<file path="src/verilog/wmis_pkg.sv">
package wmis_pkg;
  localparam int NUM_QUEUES = 10;
  localparam int NUM_TIMERS = 16;
  localparam int NUM_BANKS = 6;
  localparam logic [31:0] RESET_VAL = 32'h0000_0000;
  // register byte addresses
  localparam logic [31:0] ADDR_PRIM_FLAGS = 32'h1000_0080;
  localparam logic [31:0] ADDR_BANK0 = 32'h1000_0084;
  localparam logic [31:0] ADDR_BANK1 = 32'h1000_0088;
  localparam logic [31:0] ADDR_BANK2 = 32'h1000_008C;
  localparam logic [31:0] ADDR_BANK3 = 32'h1000_0090;
  localparam logic [31:0] ADDR_BANK4 = 32'h1000_0094;
  localparam logic [31:0] ADDR_BANK5 = 32'h1000_0098;
  localparam logic [31:0] ADDR_PRIM_MASK = 32'h1000_00A0;
  localparam logic [31:0] ADDR_BANK_MASK0 = 32'h1000_00A4;
  localparam logic [31:0] ADDR_STRIDE = 32'h0000_0004;
  // per-queue field positions inside a bank
  localparam int Q_LO = 0;
  localparam int Q_HI = 16;
  // implemented bits of each bank
  localparam logic [31:0] BANK_Q_VALID = 32'h03FF_03FF;
  localparam logic [31:0] BANK2_VALID = 32'hFFC0_03FF;
  localparam logic [31:0] BANK4_VALID = 32'h0000_03FF;
  localparam logic [31:0] BANK5_VALID = 32'hFFFF_FFFF;
  // bank 2 beacon field positions
  localparam int B2_CS_TMO = 22;
  localparam int B2_TX_TMO = 23;
  localparam int B2_TIM = 24;
  localparam int B2_BEND = 25;
  localparam int B2_DSYNC = 26;
  localparam int B2_BCN_WAIT = 27;
  localparam int B2_BTO = 28;
  localparam int B2_DMAP = 29;
  localparam int B2_TSF = 30;
  localparam int B2_TBTT = 31;
  // primary bit positions
  localparam int P_RX_MIT = 31;
  localparam int P_TX_MIT = 30;
  localparam int P_GEN_TMR = 28;
  localparam int P_SCHED = 27;
  localparam int P_QEMPTY = 26;
  localparam int P_QOVF = 25;
  localparam int P_RX_MAX = 24;
  localparam int P_BCN_MISC = 23;
  localparam int P_TX_MAX = 19;
  localparam int P_URN = 11;
  localparam int P_TX_EOL = 10;
  localparam int P_TX_ERR = 8;
  localparam int P_TX_DESC = 7;
  localparam int P_TX_OK = 6;
  // primary bits set directly by an event input
  localparam logic [31:0] DIRECT_MASK = 32'hE057_F23F;
endpackage

</file>
<file path="src/verilog/wmis_tmr_if.sv">
`timescale 1ns/1ps
interface wmis_tmr_if #(
  parameter int NT = 16,
  parameter int W = 32
);
  logic [W-1:0] tsf;
  logic [NT*W-1:0] timer_value;
  logic [NT*W-1:0] period;
  logic [W-1:0] late_margin;
  logic [NT-1:0] enable;
  logic [NT-1:0] trig;
  logic [NT-1:0] thr;
  logic ovf;
  modport cmp(input tsf, timer_value, period, late_margin, enable,
    output trig, thr, ovf);
  modport agg(output tsf, timer_value, period, late_margin, enable,
    input trig, thr, ovf);
endinterface

</file>
<file path="src/verilog/wmis_gen_timer_cmp.sv">
`timescale 1ns/1ps
module wmis_gen_timer_cmp #(
  parameter int NT = 16,
  parameter int W = 32
) (
  input wire logic sys_clk,
  input wire logic reset_n,
  wmis_tmr_if.cmp tif
);
  logic [NT-1:0] trig_c;
  logic [NT-1:0] thr_c;
  logic [NT-1:0] ovf_c;
  logic [NT-1:0] trig_prev_r;
  logic [NT-1:0] thr_prev_r;
  logic [NT-1:0] ovf_prev_r;
  logic [W:0] ts_x;
  logic [W:0] lm_x;

  assign ts_x = {1'b0, tif.tsf};
  assign lm_x = {1'b0, tif.late_margin};

  for (genvar i = 0; i < NT; i++) begin : g_tmr
    logic [W:0] tv;
    logic [W:0] pv;
    assign tv = {1'b0, tif.timer_value[i*W +: W]};
    assign pv = {1'b0, tif.period[i*W +: W]};
    // wide sums so a late timer never wraps into a false match
    assign trig_c[i] = tif.enable[i] && (ts_x >= tv);
    assign thr_c[i] = tif.enable[i] && (ts_x >= (W+1)'(tv + lm_x));
    assign ovf_c[i] = tif.enable[i] && (ts_x >= (W+1)'(tv + pv));
  end

  always_ff @(posedge sys_clk or negedge reset_n) begin
    if (!reset_n) begin
      trig_prev_r <= '0;
      thr_prev_r <= '0;
      ovf_prev_r <= '0;
    end else begin
      trig_prev_r <= trig_c;
      thr_prev_r <= thr_c;
      ovf_prev_r <= ovf_c;
    end
  end

  // one event per crossing, not per cycle the condition holds
  assign tif.trig = trig_c & ~trig_prev_r;
  assign tif.thr = thr_c & ~thr_prev_r;
  assign tif.ovf = |(ovf_c & ~ovf_prev_r);
endmodule

</file>
<file path="src/verilog/wmis_irq_status.sv">
// The APB slave port is this design's own decision.
`timescale 1ns/1ps
// Overview of operation
// - primary bit 28 ORs all masked general_timer flags of bank 5
// - primary bit 27 ORs masked queue scheduling-trigger flags of bank 4
// - bit 26 ORs empty-queue triggers, bit 25 expired-count overflows
// - bit 23 ORs the ten beacon and timeout flags of bank 2
// - bit 24 needs rx mitigation plus max-rate; alternates with bit 19
// - bit 11 ORs per-queue transmit underrun flags of bank 2
// - bit 10 ORs out-of-descriptor flags, bit 8 error completions
// - bit 6 ORs clean completions, bit 7 requested-interrupt completions
// - bit 20 flags beacon alert on an empty beacon queue
// - bits 18 to 14 flag beacon, key-lookup and phy events
// - bits 5 to 0 flag receive overrun, exhaustion, timeout, completions
// - bank 0: requested-done at 16+n, clean at n, write-one-clear
// - bank 1: out-of-descriptors at 16+n, error at n, write-one-clear
// - bank 2 bits 31, 30, 24: beacon timer, timestamp range, map hit
// - bank 2 bit 29 only for delivery beacon with count zero
// - bit 28 timeout without final frame; bit 27 beacon wait timeout
// - bit 26 delivery-map mismatch; bit 25 final broadcast frame
// - bits 23, 22 when count first reaches or passes limit; bits 9:0 underruns
// - bank 3: empty-trigger at 16+n, expired overflow at n
// - bank 4: scheduling trigger of queue n at bit n
// - bank 5: thresholds 17-31, overflow 16, triggers 0-15
// - trigger, threshold and overflow come from timestamp comparisons
// - writing one to an aggregate bit clears its source flags
// - aggregates OR source flags only after secondary masking
// - interrupt output goes high the cycle after primary status and mask overlap
// - bank 5 bit 0 holds the trigger of timer 0
module wmis_irq_status
  import wmis_pkg::*;
#(
  parameter int NQ = NUM_QUEUES,
  parameter int NT = NUM_TIMERS,
  parameter int TW = 32,
  parameter int CW = 16
) (
  input wire logic sys_clk,
  input wire logic reset_n,
  input wire logic psel,
  input wire logic penable,
  input wire logic pwrite,
  input wire logic [31:0] paddr,
  input wire logic [31:0] pwdata,
  output logic [31:0] prdata,
  output logic pready,
  output logic pslverr,
  output logic mac_irq,
  input wire logic [31:0] direct_event,
  input wire logic rx_max_rate_reached,
  input wire logic tx_max_rate_reached,
  input wire logic [NQ-1:0] tx_done_clean,
  input wire logic [NQ-1:0] tx_requested_done,
  input wire logic [NQ-1:0] tx_done_with_error,
  input wire logic [NQ-1:0] tx_descriptors_exhausted,
  input wire logic [NQ-1:0] tx_fifo_underrun,
  input wire logic [NQ-1:0] queue_empty_trigger,
  input wire logic [NQ-1:0] queue_expired_overflow,
  input wire logic [NQ-1:0] queue_sched_trigger,
  input wire logic beacon_time_timer_expired,
  input wire logic timestamp_out_of_range,
  input wire logic delivery_map_beacon,
  input wire logic [7:0] delivery_count,
  input wire logic broadcast_after_beacon_due,
  input wire logic broadcast_wait_expired,
  input wire logic beacon_wait_timeout,
  input wire logic delivery_map_sync_lost,
  input wire logic broadcast_traffic_end,
  input wire logic traffic_map_hit,
  input wire logic [CW-1:0] global_tx_count,
  input wire logic [CW-1:0] global_tx_limit,
  input wire logic [CW-1:0] carrier_sense_count,
  input wire logic [CW-1:0] carrier_sense_limit,
  input wire logic [TW-1:0] timestamp,
  input wire logic [NT*TW-1:0] general_timer,
  input wire logic [NT*TW-1:0] general_timer_period,
  input wire logic [TW-1:0] general_timer_late_margin,
  input wire logic [NT-1:0] general_timer_enable
);
  localparam logic [31:0] QV = BANK_Q_VALID;
  localparam logic [31:0] BANK_VALID [NUM_BANKS] =
    '{QV, QV, BANK2_VALID, QV, BANK4_VALID, BANK5_VALID};

  logic [31:0] sec_r [NUM_BANKS];
  logic [31:0] sec_mask_r [NUM_BANKS];
  logic [31:0] sec_set [NUM_BANKS];
  logic [31:0] sec_clr [NUM_BANKS];
  logic [31:0] sec_m [NUM_BANKS];
  logic [31:0] prim_direct_r;
  logic [31:0] prim_mask_r;
  logic [31:0] prim_val;
  logic [31:0] prim_pw;
  logic [31:0] direct_set;
  logic [31:0] rd_nxt;
  logic [NQ-1:0] q0;
  logic acc;
  logic wr;
  logic setup;
  logic hit;
  logic rx_max;
  logic tx_max;
  logic rx_max_win;
  logic tx_max_win;
  logic alt_r;
  logic bab_end_seen_r;
  logic tx_tmo_hit_r;
  logic cs_tmo_hit_r;
  logic tx_tmo_hit;
  logic cs_tmo_hit;
  logic irq_nxt;

  wmis_tmr_if #(.NT(NT), .W(TW)) tif();

  assign tif.tsf = timestamp;
  assign tif.timer_value = general_timer;
  assign tif.period = general_timer_period;
  assign tif.late_margin = general_timer_late_margin;
  assign tif.enable = general_timer_enable;

  wmis_gen_timer_cmp #(.NT(NT), .W(TW)) u_tmr (
    .sys_clk(sys_clk),
    .reset_n(reset_n),
    .tif(tif.cmp)
  );

  // apb: setup cycle loads read data and raises pready for the access
  assign setup = psel && !penable;
  assign acc = psel && penable && pready;
  assign wr = acc && pwrite;
  assign q0 = '0;

  always_comb begin
    hit = 1'b1;
    rd_nxt = RESET_VAL;
    if (paddr == ADDR_PRIM_FLAGS) begin
      rd_nxt = prim_val;
    end else if (paddr == ADDR_PRIM_MASK) begin
      rd_nxt = prim_mask_r;
    end else begin
      hit = 1'b0;
      for (int b = 0; b < NUM_BANKS; b++) begin
        if (paddr == ADDR_BANK0 + ADDR_STRIDE * b) begin
          hit = 1'b1;
          rd_nxt = sec_r[b];
        end
        if (paddr == ADDR_BANK_MASK0 + ADDR_STRIDE * b) begin
          hit = 1'b1;
          rd_nxt = sec_mask_r[b];
        end
      end
    end
  end

  always_ff @(posedge sys_clk or negedge reset_n) begin
    if (!reset_n) begin
      pready <= 1'b0;
      pslverr <= 1'b0;
      prdata <= RESET_VAL;
    end else begin
      pready <= setup;
      pslverr <= setup && !hit;
      prdata <= (setup && !pwrite) ? rd_nxt : RESET_VAL;
    end
  end

  // secondary event sources, one bank per entry
  assign sec_set[0] = {6'h00, tx_requested_done, 6'h00,
    tx_done_clean};
  assign sec_set[1] = {6'h00, tx_descriptors_exhausted, 6'h00,
    tx_done_with_error};
  assign tx_tmo_hit = global_tx_count >= global_tx_limit;
  assign cs_tmo_hit = carrier_sense_count >= carrier_sense_limit;
  always_comb begin
    sec_set[2] = '0;
    sec_set[2][NQ-1:0] = tx_fifo_underrun;
    sec_set[2][B2_TBTT] = beacon_time_timer_expired;
    sec_set[2][B2_TSF] = timestamp_out_of_range;
    sec_set[2][B2_DMAP] = delivery_map_beacon &&
      (delivery_count == 8'h00);
    sec_set[2][B2_BTO] = broadcast_wait_expired &&
      !bab_end_seen_r && !broadcast_traffic_end;
    sec_set[2][B2_BCN_WAIT] = beacon_wait_timeout;
    sec_set[2][B2_DSYNC] = delivery_map_sync_lost;
    sec_set[2][B2_BEND] = broadcast_traffic_end;
    sec_set[2][B2_TIM] = traffic_map_hit;
    sec_set[2][B2_TX_TMO] = tx_tmo_hit && !tx_tmo_hit_r;
    sec_set[2][B2_CS_TMO] = cs_tmo_hit && !cs_tmo_hit_r;
  end
  assign sec_set[3] = {6'h00, queue_empty_trigger, 6'h00,
    queue_expired_overflow};
  assign sec_set[4] = {22'h000000, queue_sched_trigger};
  assign sec_set[5] = {tif.thr[NT-1:1], tif.ovf,
    tif.trig};

  // final-frame tracking and limit crossings
  always_ff @(posedge sys_clk or negedge reset_n) begin
    if (!reset_n) begin
      bab_end_seen_r <= 1'b0;
    end else if (broadcast_after_beacon_due) begin
      bab_end_seen_r <= 1'b0;
    end else if (broadcast_traffic_end) begin
      bab_end_seen_r <= 1'b1;
    end
  end

  always_ff @(posedge sys_clk or negedge reset_n) begin
    if (!reset_n) begin
      tx_tmo_hit_r <= 1'b0;
      cs_tmo_hit_r <= 1'b0;
    end else begin
      tx_tmo_hit_r <= tx_tmo_hit;
      cs_tmo_hit_r <= cs_tmo_hit;
    end
  end

  // clears: direct bank writes plus fan-out of primary aggregate writes
  assign prim_pw = (wr && paddr == ADDR_PRIM_FLAGS) ? pwdata : RESET_VAL;
  always_comb begin
    for (int b = 0; b < NUM_BANKS; b++) begin
      sec_clr[b] = (wr && paddr == ADDR_BANK0 + ADDR_STRIDE * b) ?
        pwdata : RESET_VAL;
    end
    sec_clr[0] = sec_clr[0] | {6'h00, {NQ{prim_pw[P_TX_DESC]}}, 6'h00,
      {NQ{prim_pw[P_TX_OK]}}};
    sec_clr[1] = sec_clr[1] | {6'h00, {NQ{prim_pw[P_TX_EOL]}}, 6'h00,
      {NQ{prim_pw[P_TX_ERR]}}};
    sec_clr[2] = sec_clr[2] | {{10{prim_pw[P_BCN_MISC]}}, 12'h000,
      {NQ{prim_pw[P_URN]}}};
    sec_clr[3] = sec_clr[3] | {6'h00, {NQ{prim_pw[P_QEMPTY]}}, 6'h00,
      {NQ{prim_pw[P_QOVF]}}};
    sec_clr[4] = sec_clr[4] | {22'h000000,
      {NQ{prim_pw[P_SCHED]}}};
    sec_clr[5] = sec_clr[5] | {32{prim_pw[P_GEN_TMR]}};
  end

  for (genvar b = 0; b < NUM_BANKS; b++) begin : g_bank
    always_ff @(posedge sys_clk or negedge reset_n) begin
      if (!reset_n) begin
        sec_r[b] <= RESET_VAL;
      end else begin
        sec_r[b] <= ((sec_r[b] & ~sec_clr[b]) | sec_set[b]) &
          BANK_VALID[b];
      end
    end
    always_ff @(posedge sys_clk or negedge reset_n) begin
      if (!reset_n) begin
        sec_mask_r[b] <= RESET_VAL;
      end else if (wr && paddr == ADDR_BANK_MASK0 + ADDR_STRIDE * b) begin
        sec_mask_r[b] <= pwdata & BANK_VALID[b];
      end
    end
    assign sec_m[b] = sec_r[b] & sec_mask_r[b];
  end

  // max-rate flags take turns when both qualify in one cycle
  assign rx_max = direct_event[P_RX_MIT] && rx_max_rate_reached;
  assign tx_max = direct_event[P_TX_MIT] && tx_max_rate_reached;
  assign rx_max_win = rx_max && (!tx_max || !alt_r);
  assign tx_max_win = tx_max && (!rx_max || alt_r);

  always_ff @(posedge sys_clk or negedge reset_n) begin
    if (!reset_n) begin
      alt_r <= 1'b0;
    end else if (rx_max_win) begin
      alt_r <= 1'b1;
    end else if (tx_max_win) begin
      alt_r <= 1'b0;
    end
  end

  always_comb begin
    direct_set = direct_event & DIRECT_MASK;
    direct_set[P_RX_MAX] = rx_max_win;
    direct_set[P_TX_MAX] = tx_max_win;
  end

  always_ff @(posedge sys_clk or negedge reset_n) begin
    if (!reset_n) begin
      prim_direct_r <= RESET_VAL;
    end else begin
      prim_direct_r <= (prim_direct_r & ~prim_pw) | direct_set;
    end
  end

  always_ff @(posedge sys_clk or negedge reset_n) begin
    if (!reset_n) begin
      prim_mask_r <= RESET_VAL;
    end else if (wr && paddr == ADDR_PRIM_MASK) begin
      prim_mask_r <= pwdata;
    end
  end

  always_comb begin
    prim_val = prim_direct_r;
    prim_val[P_GEN_TMR] = |sec_m[5];
    prim_val[P_SCHED] = |sec_m[4][NQ-1:0];
    prim_val[P_QEMPTY] = |sec_m[3][Q_HI +: NQ];
    prim_val[P_QOVF] = |sec_m[3][Q_LO +: NQ];
    prim_val[P_BCN_MISC] = |sec_m[2][B2_TBTT:B2_CS_TMO];
    prim_val[P_URN] = |sec_m[2][Q_LO +: NQ];
    prim_val[P_TX_EOL] = |sec_m[1][Q_HI +: NQ];
    prim_val[P_TX_ERR] = |sec_m[1][Q_LO +: NQ];
    prim_val[P_TX_DESC] = |sec_m[0][Q_HI +: NQ];
    prim_val[P_TX_OK] = |sec_m[0][Q_LO +: NQ];
  end

  assign irq_nxt = |(prim_val & prim_mask_r);
  always_ff @(posedge sys_clk or negedge reset_n) begin
    if (!reset_n) begin
      mac_irq <= 1'b0;
    end else begin
      mac_irq <= irq_nxt;
    end
  end

  irq_follows_a: assert property (@(posedge sys_clk)
    disable iff (!reset_n) mac_irq == $past(irq_nxt))
    else $error("interrupt output disagrees with masked status");

  timer_agg_a: assert property (@(posedge sys_clk)
    disable iff (!reset_n)
    tif.trig[0] && sec_mask_r[5][0] |=> prim_val[P_GEN_TMR])
    else $error("timer trigger did not reach primary bit");

  sched_agg_a: assert property (@(posedge sys_clk)
    disable iff (!reset_n) queue_sched_trigger[0] && sec_mask_r[4][0] |=>
    prim_val[P_SCHED])
    else $error("scheduling trigger did not reach primary bit");

  mask_gate_a: assert property (@(posedge sys_clk)
    disable iff (!reset_n) sec_mask_r[0][NQ-1:0] == q0 |-> !prim_val[P_TX_OK])
    else $error("masked clean completions still aggregated");

  fanout_clear_a: assert property (@(posedge sys_clk)
    disable iff (!reset_n) prim_pw[P_TX_OK] && tx_done_clean == q0 |=>
    sec_r[0][NQ-1:0] == q0)
    else $error("primary write did not clear bank 0 flags");

  set_wins_a: assert property (@(posedge sys_clk)
    disable iff (!reset_n) sec_set[0][0] && sec_clr[0][0] |=> sec_r[0][0])
    else $error("coinciding event lost to clear");

  sticky_flag_a: assert property (@(posedge sys_clk)
    disable iff (!reset_n) sec_r[4][0] && !sec_clr[4][0] |=> sec_r[4][0])
    else $error("flag dropped without a clear");

  dmap_count_a: assert property (@(posedge sys_clk)
    disable iff (!reset_n) delivery_map_beacon && delivery_count != 8'h00 &&
    !sec_r[2][B2_DMAP] |=> !sec_r[2][B2_DMAP])
    else $error("non-zero delivery count set the flag");

  rx_max_cause_a: assert property (@(posedge sys_clk)
    disable iff (!reset_n) $rose(prim_direct_r[P_RX_MAX]) |-> $past(rx_max))
    else $error("rx max-rate flag set without cause");

  reserved_zero_a: assert property (@(posedge sys_clk)
    disable iff (!reset_n)
    sec_r[0][31:26] == 6'h00 && sec_r[4][31:10] == 22'h000000)
    else $error("reserved bank bits set");

  apb_one_wait_a: assert property (@(posedge sys_clk) disable iff (!reset_n)
    psel && !penable |=> pready ##1 !pready)
    else $error("pready not a single cycle after setup");
endmodule

</file>
<file path="config.mk">
export PLATFORM = sky130hd
export DESIGN_NAME = wmis_irq_status
export DESIGN_NICKNAME = d
export VERILOG_FILES = /design/src/verilog/wmis_pkg.sv /design/src/verilog/wmis_tmr_if.sv /design/src/verilog/wmis_gen_timer_cmp.sv /design/src/verilog/wmis_irq_status.sv
export SDC_FILE = /design/constraint.sdc
export NUM_CORES = 2
export LEC_CHECK = 0
export BUFFER_PORTS_ARGS = -buffer_cell sky130_fd_sc_hd__buf_2
export CORE_AREA = 2 2 552 554
export CTS_BUF_LIST = sky130_fd_sc_hd__clkbuf_2
export DETAILED_ROUTE_END_ITERATION = 10
export DIE_AREA = 0 0 554 556
export GPL_TIMING_DRIVEN = 0
export PLACE_DENSITY = 0.49
export SYNTH_ARGS = -nofsm -noshare
export SYNTH_HDL_FRONTEND = slang
export SYNTH_SLANG_ARGS = --single-unit
</file>
<file path="constraint.sdc">
create_clock -name sys_clk -period 5.1 [get_ports sys_clk]
set_clock_uncertainty 0.2 [all_clocks]
set_input_delay 0.255 -clock sys_clk [delete_from_list [all_inputs] [get_ports sys_clk]]
set_output_delay 0.255 -clock sys_clk [all_outputs]
set_load 0.02 [all_outputs]
</file>
Yosys cells after proc, flatten, opt, wreduce, memory -nomap -nowiden
Cells that the tools add are included.
{"block": "totals", "register_bits": 395, "input_bits": 1368, "out_inout_bits": 35}
{"block": "op_classes", "n_addsub": 32, "n_lt_le_gt_ge": 50, "eq_ne": 14, "muxes": 40, "bitwise_logic": 40, "reduce_logical": 104}
{"cell": "adder 32 x 32 -> 33 bit", "n": 32}
{"cell": ">= comparator 32 x 33 -> 1 bit", "n": 32}
{"cell": ">= comparator 32 bit", "n": 16}
{"cell": "== test 32 x 29 -> 1 bit (second input constant)", "n": 14}
{"cell": "2-to-1 mux 32 bit", "n": 14}
{"cell": "bitwise AND 32 bit", "n": 6}
{"cell": "2-to-1 mux 26 bit", "n": 7}
{"cell": "bitwise OR 32 bit", "n": 5}
{"cell": "bitwise AND 26 bit", "n": 6}
{"cell": "bitwise OR 26 bit", "n": 6}
{"cell": "NOT 32 bit", "n": 3}
{"cell": "OR reduction 10 bit", "n": 9}
{"cell": "NOT 26 bit", "n": 3}
{"cell": "logical AND 1 bit", "n": 77}
{"cell": "OR reduction 32 bit", "n": 2}
{"cell": "bitwise AND 16 bit", "n": 3}
{"cell": "NOT 16 bit", "n": 3}
{"cell": ">= comparator 16 bit", "n": 2}
{"cell": "bitwise AND 10 bit", "n": 2}
{"cell": "bitwise OR 10 bit", "n": 2}
{"cell": "2-to-1 mux 1 bit", "n": 18}
{"cell": "OR reduction 16 bit", "n": 1}
{"cell": "zero test 1 bit", "n": 10}
{"cell": "2-to-1 mux 10 bit", "n": 1}
{"cell": "other kinds (4)", "n": 6}

Logic depth before layout (Yosys ltp)
{"block": "logic_depth", "depth_word": 17, "depth_mapped": 27, "depth_no_buf": 27}

Hierarchy
From an unflattened synthesis, not the netlist that was laid out.
{"block": "unflattened", "hier_cells": 12141, "hier_area_um2": 99125.1}
{"module": "wmis_gen_timer_cmp", "instances": 1, "cells_per_inst": 10579, "area_each_um2": 82037.4}
{"module": "wmis_irq_status", "instances": 1, "cells_per_inst": 1562, "area_each_um2": 17087.6}

Worst setup path after synthesis
No wires, ideal clock.
{"block": "synth_path", "path_type": "input to register", "startpoint": "in general_timer[288]", "endpoint": "reg sec_r[16] (netlist bit)", "arrival_time_ps": 5389, "path_slack_ps": -628, "cell_stages": 25, "n_path_buf": 0, "path_cell_list": "ha_1 fa_1 a211oi_1 o21ai_0 and3_1 a41oi_1 o21ai_1 a31o_2 a221oi_2 o21ba_2 o21ai_0 a21oi_1 o21ai_0 xnor2_1 ha_1 and3_1 and4_1 o2111ai_1 a21oi_1 o31a_1 o31ai_1 a21oi_1 a2111oi_1 nand4_1 or4_1"}
{"block": "synth_between", "elab_chain_len": 6}
{"element": "from (decl)", "line": "wmis_irq_status.sv:75", "source": "input wire logic [NT*TW-1:0] general_timer,"}
{"element": "adder 32 x 32 -> 33 bit", "line": "wmis_gen_timer_cmp.sv:30", "source": "assign ovf_c[i] = tif.enable[i] && (ts_x >= (W+1)'(tv + pv));"}
{"element": ">= comparator 32 x 33 -> 1 bit", "line": "wmis_gen_timer_cmp.sv:30"}
{"element": "logical AND 1 bit", "line": "wmis_gen_timer_cmp.sv:30"}
{"element": "via u_tmr.ovf_c[9]", "line": "wmis_gen_timer_cmp.sv:12", "source": "logic [NT-1:0] ovf_c;"}
{"element": "bitwise AND 16 bit", "line": "wmis_gen_timer_cmp.sv:48", "source": "assign tif.ovf = |(ovf_c & ~ovf_prev_r);"}
{"element": "OR reduction 16 bit", "line": "wmis_gen_timer_cmp.sv:48"}
{"element": "bitwise OR 32 bit", "line": "wmis_irq_status.sv:241", "source": "sec_r[b] <= ((sec_r[b] & ~sec_clr[b]) | sec_set[b]) &"}
{"element": "to (signal, indexed assignment)", "line": "wmis_irq_status.sv:241"}
{"element": "to (decl)", "line": "wmis_irq_status.sv:84", "source": "logic [31:0] sec_r [NUM_BANKS];"}
The timed path passes the listed nets, and every way through them passes these cells.
A chain may end at the register's enable or synchronous reset.

Worst setup path in the final report
{"block": "layout_path", "startpoint": "in general_timer_period[96]", "endpoint": "reg sec_r[16] (netlist bit)"}
{"block": "layout_between", "elab_chain_len": 6}
{"element": "from (decl)", "line": "wmis_irq_status.sv:76", "source": "input wire logic [NT*TW-1:0] general_timer_period,"}
{"element": "adder 32 x 32 -> 33 bit", "line": "wmis_gen_timer_cmp.sv:30"}
{"element": ">= comparator 32 x 33 -> 1 bit", "line": "wmis_gen_timer_cmp.sv:30"}
{"element": "logical AND 1 bit", "line": "wmis_gen_timer_cmp.sv:30"}
{"element": "bitwise AND 16 bit", "line": "wmis_gen_timer_cmp.sv:48"}
{"element": "OR reduction 16 bit", "line": "wmis_gen_timer_cmp.sv:48"}
{"element": "bitwise OR 32 bit", "line": "wmis_irq_status.sv:241"}
Every way passes these cells.

==> impl_results.md <==
- Status: finished, violations left
- Failing checks: negative setup slack
- Row cnt: 202
- Mapped Cells: 11,856
- Final setup fails: 1
- Met1 Usage GRT: 0.387
- DRT Pass-1 Iters: 7
- Worst path required time: 5960 ps
- CTS tree: yes
- Synth-to-Final Area Change: 27.1%
- H-tree depth: 3
- Min Tclk post-route: 5390 ps
- Final wirelength: 509,000 um
- Number of buffers inserted by port buffering: 1,383
- Largest net degree at the start of global routing: 113
- Average cell area after synthesis: 8.10 um2
- Routed WL per cell: 27.4 um
- CTS Buffer Depth: 3
- Synthesized cell area: 96,000 um2
- Skew-Pair Late Insertion Delay: 1410 ps
- Final cell count without fillers: 18,596
- DP Area: 110,000 um2
- Worst min path class: input pin to flip-flop
- Post-route setup slack: -290 ps
- Worst vdd ir: 0.000140 V
- Total GRT Usage: 0.315
- Global-route wire length before repair: 706,000 um
- R2R Setup Slk: 290 ps
- Core Region: 302,000 um2
- Post-route cell area: 122,000 um2
- Grt met2 use: 0.511
- Root Buffer: clkbuf_2
- Antenna violations before repair: 158
- Hold_ws: 91.9 ps
- Initial DRC Count: 9,328
- FMAX: 186 MHz
- Inserted Clock Buffers: 112
- Post-synth ARST share: 1.00
- Final period util: 1.06
- Startpoint Class: input pin
- Top Ports: 1,403
- Crit-path max FO: 5
- #FFs+latches synth: 384
- RSZ-0062 raised after global routing: true
- Number of global-route vias before repair: 99,807
- DP Wirelength: 384,000 um
- Worst Setup End Kind: flip-flop
- Fraction of layout cells with a size suffix above 1: 0.150
- Sequential share of the synthesized area: 0.100
- Final Core Density: 0.404
- Clock slew at reported path FFs: 100 ps
- Worst slew pin tran: 1470 ps
- Setup CP Type: input pin to flip-flop
- Slew Limit Fails: 0
- Power Density: 166 nW/um2
- Final Hold Fails: 0
- Max-Cap Viols: 0
- Total number of vias: 105,715
- Vias per cell: 5.68
- Gr busiest metal: met2
- Syn_nets: 15,783
- Met3 Usage GRT: 0.0614
- NumNets Final: 18,357
- Remaining DRCs: 0
- Slew headroom: 0.0186
- Data arrival, critical path: 6250 ps
- Die width: 554 um
- DIE AREA: 308,000 um2
- Synth unique cells: 97
- Placed insts: 17,270
- Setup_tns: -290 ps
- Routed Antenna Nets: 0
- Placer Congestion: 0.992
- Yosys warning count: 0
- DIE HEIGHT: 556 um
- Top_reg_cell synth: dfrtp_1
- Grt ovf: 0
- Pleak: 0.0601 uW
- Post-synth EDFFs: 0
- Sinks on Clock Net: 384
- Initial Utilization: 0.318
-- final cells by class --
type,instances,area (um2)
Fill cell,31407,180000
Antenna cell,102,255
Clock inverter,33,179
Buffer,102,383
Tap cell,3978,4980
Timing Repair Buffer,2461,18700
Sequential cell,384,9610
Clock buffer,167,836
Multi-Input combinational cell,10543,84000
Inverter,826,3100
-- flip-flops by register name, indices dropped and copies added (netlist names), 15 cells and up --
name,count
prim_mask_r,32
u_tmr.ovf_prev_r,16
prdata,32
sec_r,122
u_tmr.thr_prev_r,15
prim_direct_r,22
u_tmr.trig_prev_r,16
sec_mask_r,122
-- worst paths after layout --
path,start,end,depth (start not counted)
setup / recovery,general_timer_period[96],sec_r[16]$_DFF_PN0_,25
hold / removal,general_timer[88],u_tmr.thr_prev_r[2]$_DFF_PN0_,7
setup reg to reg,pready$_DFF_PN0_,sec_r[12]$_DFF_PN0_,9
hold reg to reg,u_tmr.thr_prev_r[8]$_DFF_PN0_,sec_r[24]$_DFF_PN0_,1
max in group asynchronous,reset_n,sec_r[10]$_DFF_PN0_,7
min in group asynchronous,reset_n,u_tmr.ovf_prev_r[4]$_DFF_PN0_,5
-- report_power, final --
| part | internal (uW) | switching (uW) |
|---|---|---|
| registers | 3100 | 32.6 |
| logic | 6360 | 8260 |
| clock network | 942 | 1630 |
-- Yosys cell counts (31+ instances only) --
cell type / n / area [um2]
ha_1: 2528 / 31600
a21oi_1: 1200 / 6010
inv_1: 826 / 3100
o21ai_0: 752 / 3760
a21o_1: 710 / 5330
nand2_1: 640 / 2400
nor2_1: 573 / 2150
xor2_1: 456 / 3990
xnor2_1: 408 / 3570
dfrtp_1: 384 / 9610
nand4_1: 294 / 1840
nand2b_1: 275 / 1720
nor2b_1: 266 / 1660
nand3_1: 246 / 1230
o21a_1: 197 / 1480
nor3_1: 182 / 911
mux2_2: 164 / 1850
o21bai_1: 153 / 1150
a211oi_1: 127 / 953
a31o_2: 110 / 963
clkbuf_1: 97 / 364
a31oi_1: 93 / 582
and3_1: 82 / 513
o211ai_1: 79 / 593
a22oi_1: 74 / 556
or3_1: 72 / 450
o31ai_1: 64 / 480
nor4_1: 53 / 332
o22ai_1: 46 / 288
a221oi_1: 45 / 394
and4_1: 43 / 377
a211o_1: 41 / 359
or2_2: 36 / 225
a2111oi_0: 31 / 272
fa_1: 31 / 621
-- logic make-up after synthesis --
group | Yosys count | synth area share
AO/OA/AOI/OAI | 4084 | 0.277
AND/OR/NAND/NOR | 2863 | 0.152
adder cells (fa/ha/maj) | 2559 | 0.336
buffers and inverters | 929 | 0.0363
XOR/XNOR | 864 | 0.0788
flip-flops | 384 | 0.100
multiplexers | 173 | 0.0202
-- metrics by stage --
stage          worst slack [ps]  total power, uW
2_1_floorplan             -75.9            12100
3_3_place_gp              -5410            16400
3_5_place_dp              -2790            16500
4_1_cts                    -481            20000
5_1_grt                    -390            22200
6_report                   -290            20300
-- cells in the final DEF, fill, tap and decap left out, types with 408 or more instances in the layout --
master         instances
xor2_1               456
dlygate4sd3_1        979
inv_1                825
a21o_1               710
nand2_1              638
nor2_1               572
ha_1                2519
o21ai_0              727
a21oi_1             1175
buf_2               1323
xnor2_1              408
-- routing by layer --
layer	part of all wire	wire length (um)
met5	0.00049	252
met2	0.45	228000
met3	0.076	38900
met4	0.065	33100
met1	0.41	210000
-- critical path, stage by stage --
cell and delay, ps:
buf_2 180, ha_1 240, fa_1 440, a211oi_2 270, o211ai_1 180, a311o_2 480, nand3_1 150, a21oi_1 130
o31a_1 310, o21ai_0 230, nand2b_1 90, a21oi_1 210, xor2_1 200, ha_1 270, nand3_1 150, or4_1 140
a311oi_1 110, a211oi_1 230, o21ai_1 180, a41oi_4 380, o2111ai_4 260, a2111oi_4 380, buf_6 190, nand4_1 80
or4_4 480
-- timing repair --
action | CTS | global route
setup buffers | 18 | 24
pin swaps | 27 | 43
resized for setup | 47 | 156
hold buffers | 966 | 18
endpoints found under the setup margin | 12 | 44
gates cloned | 0 | 1
endpoints found under the hold margin | 767 | 4
Power figures use the tool's default switching activity.
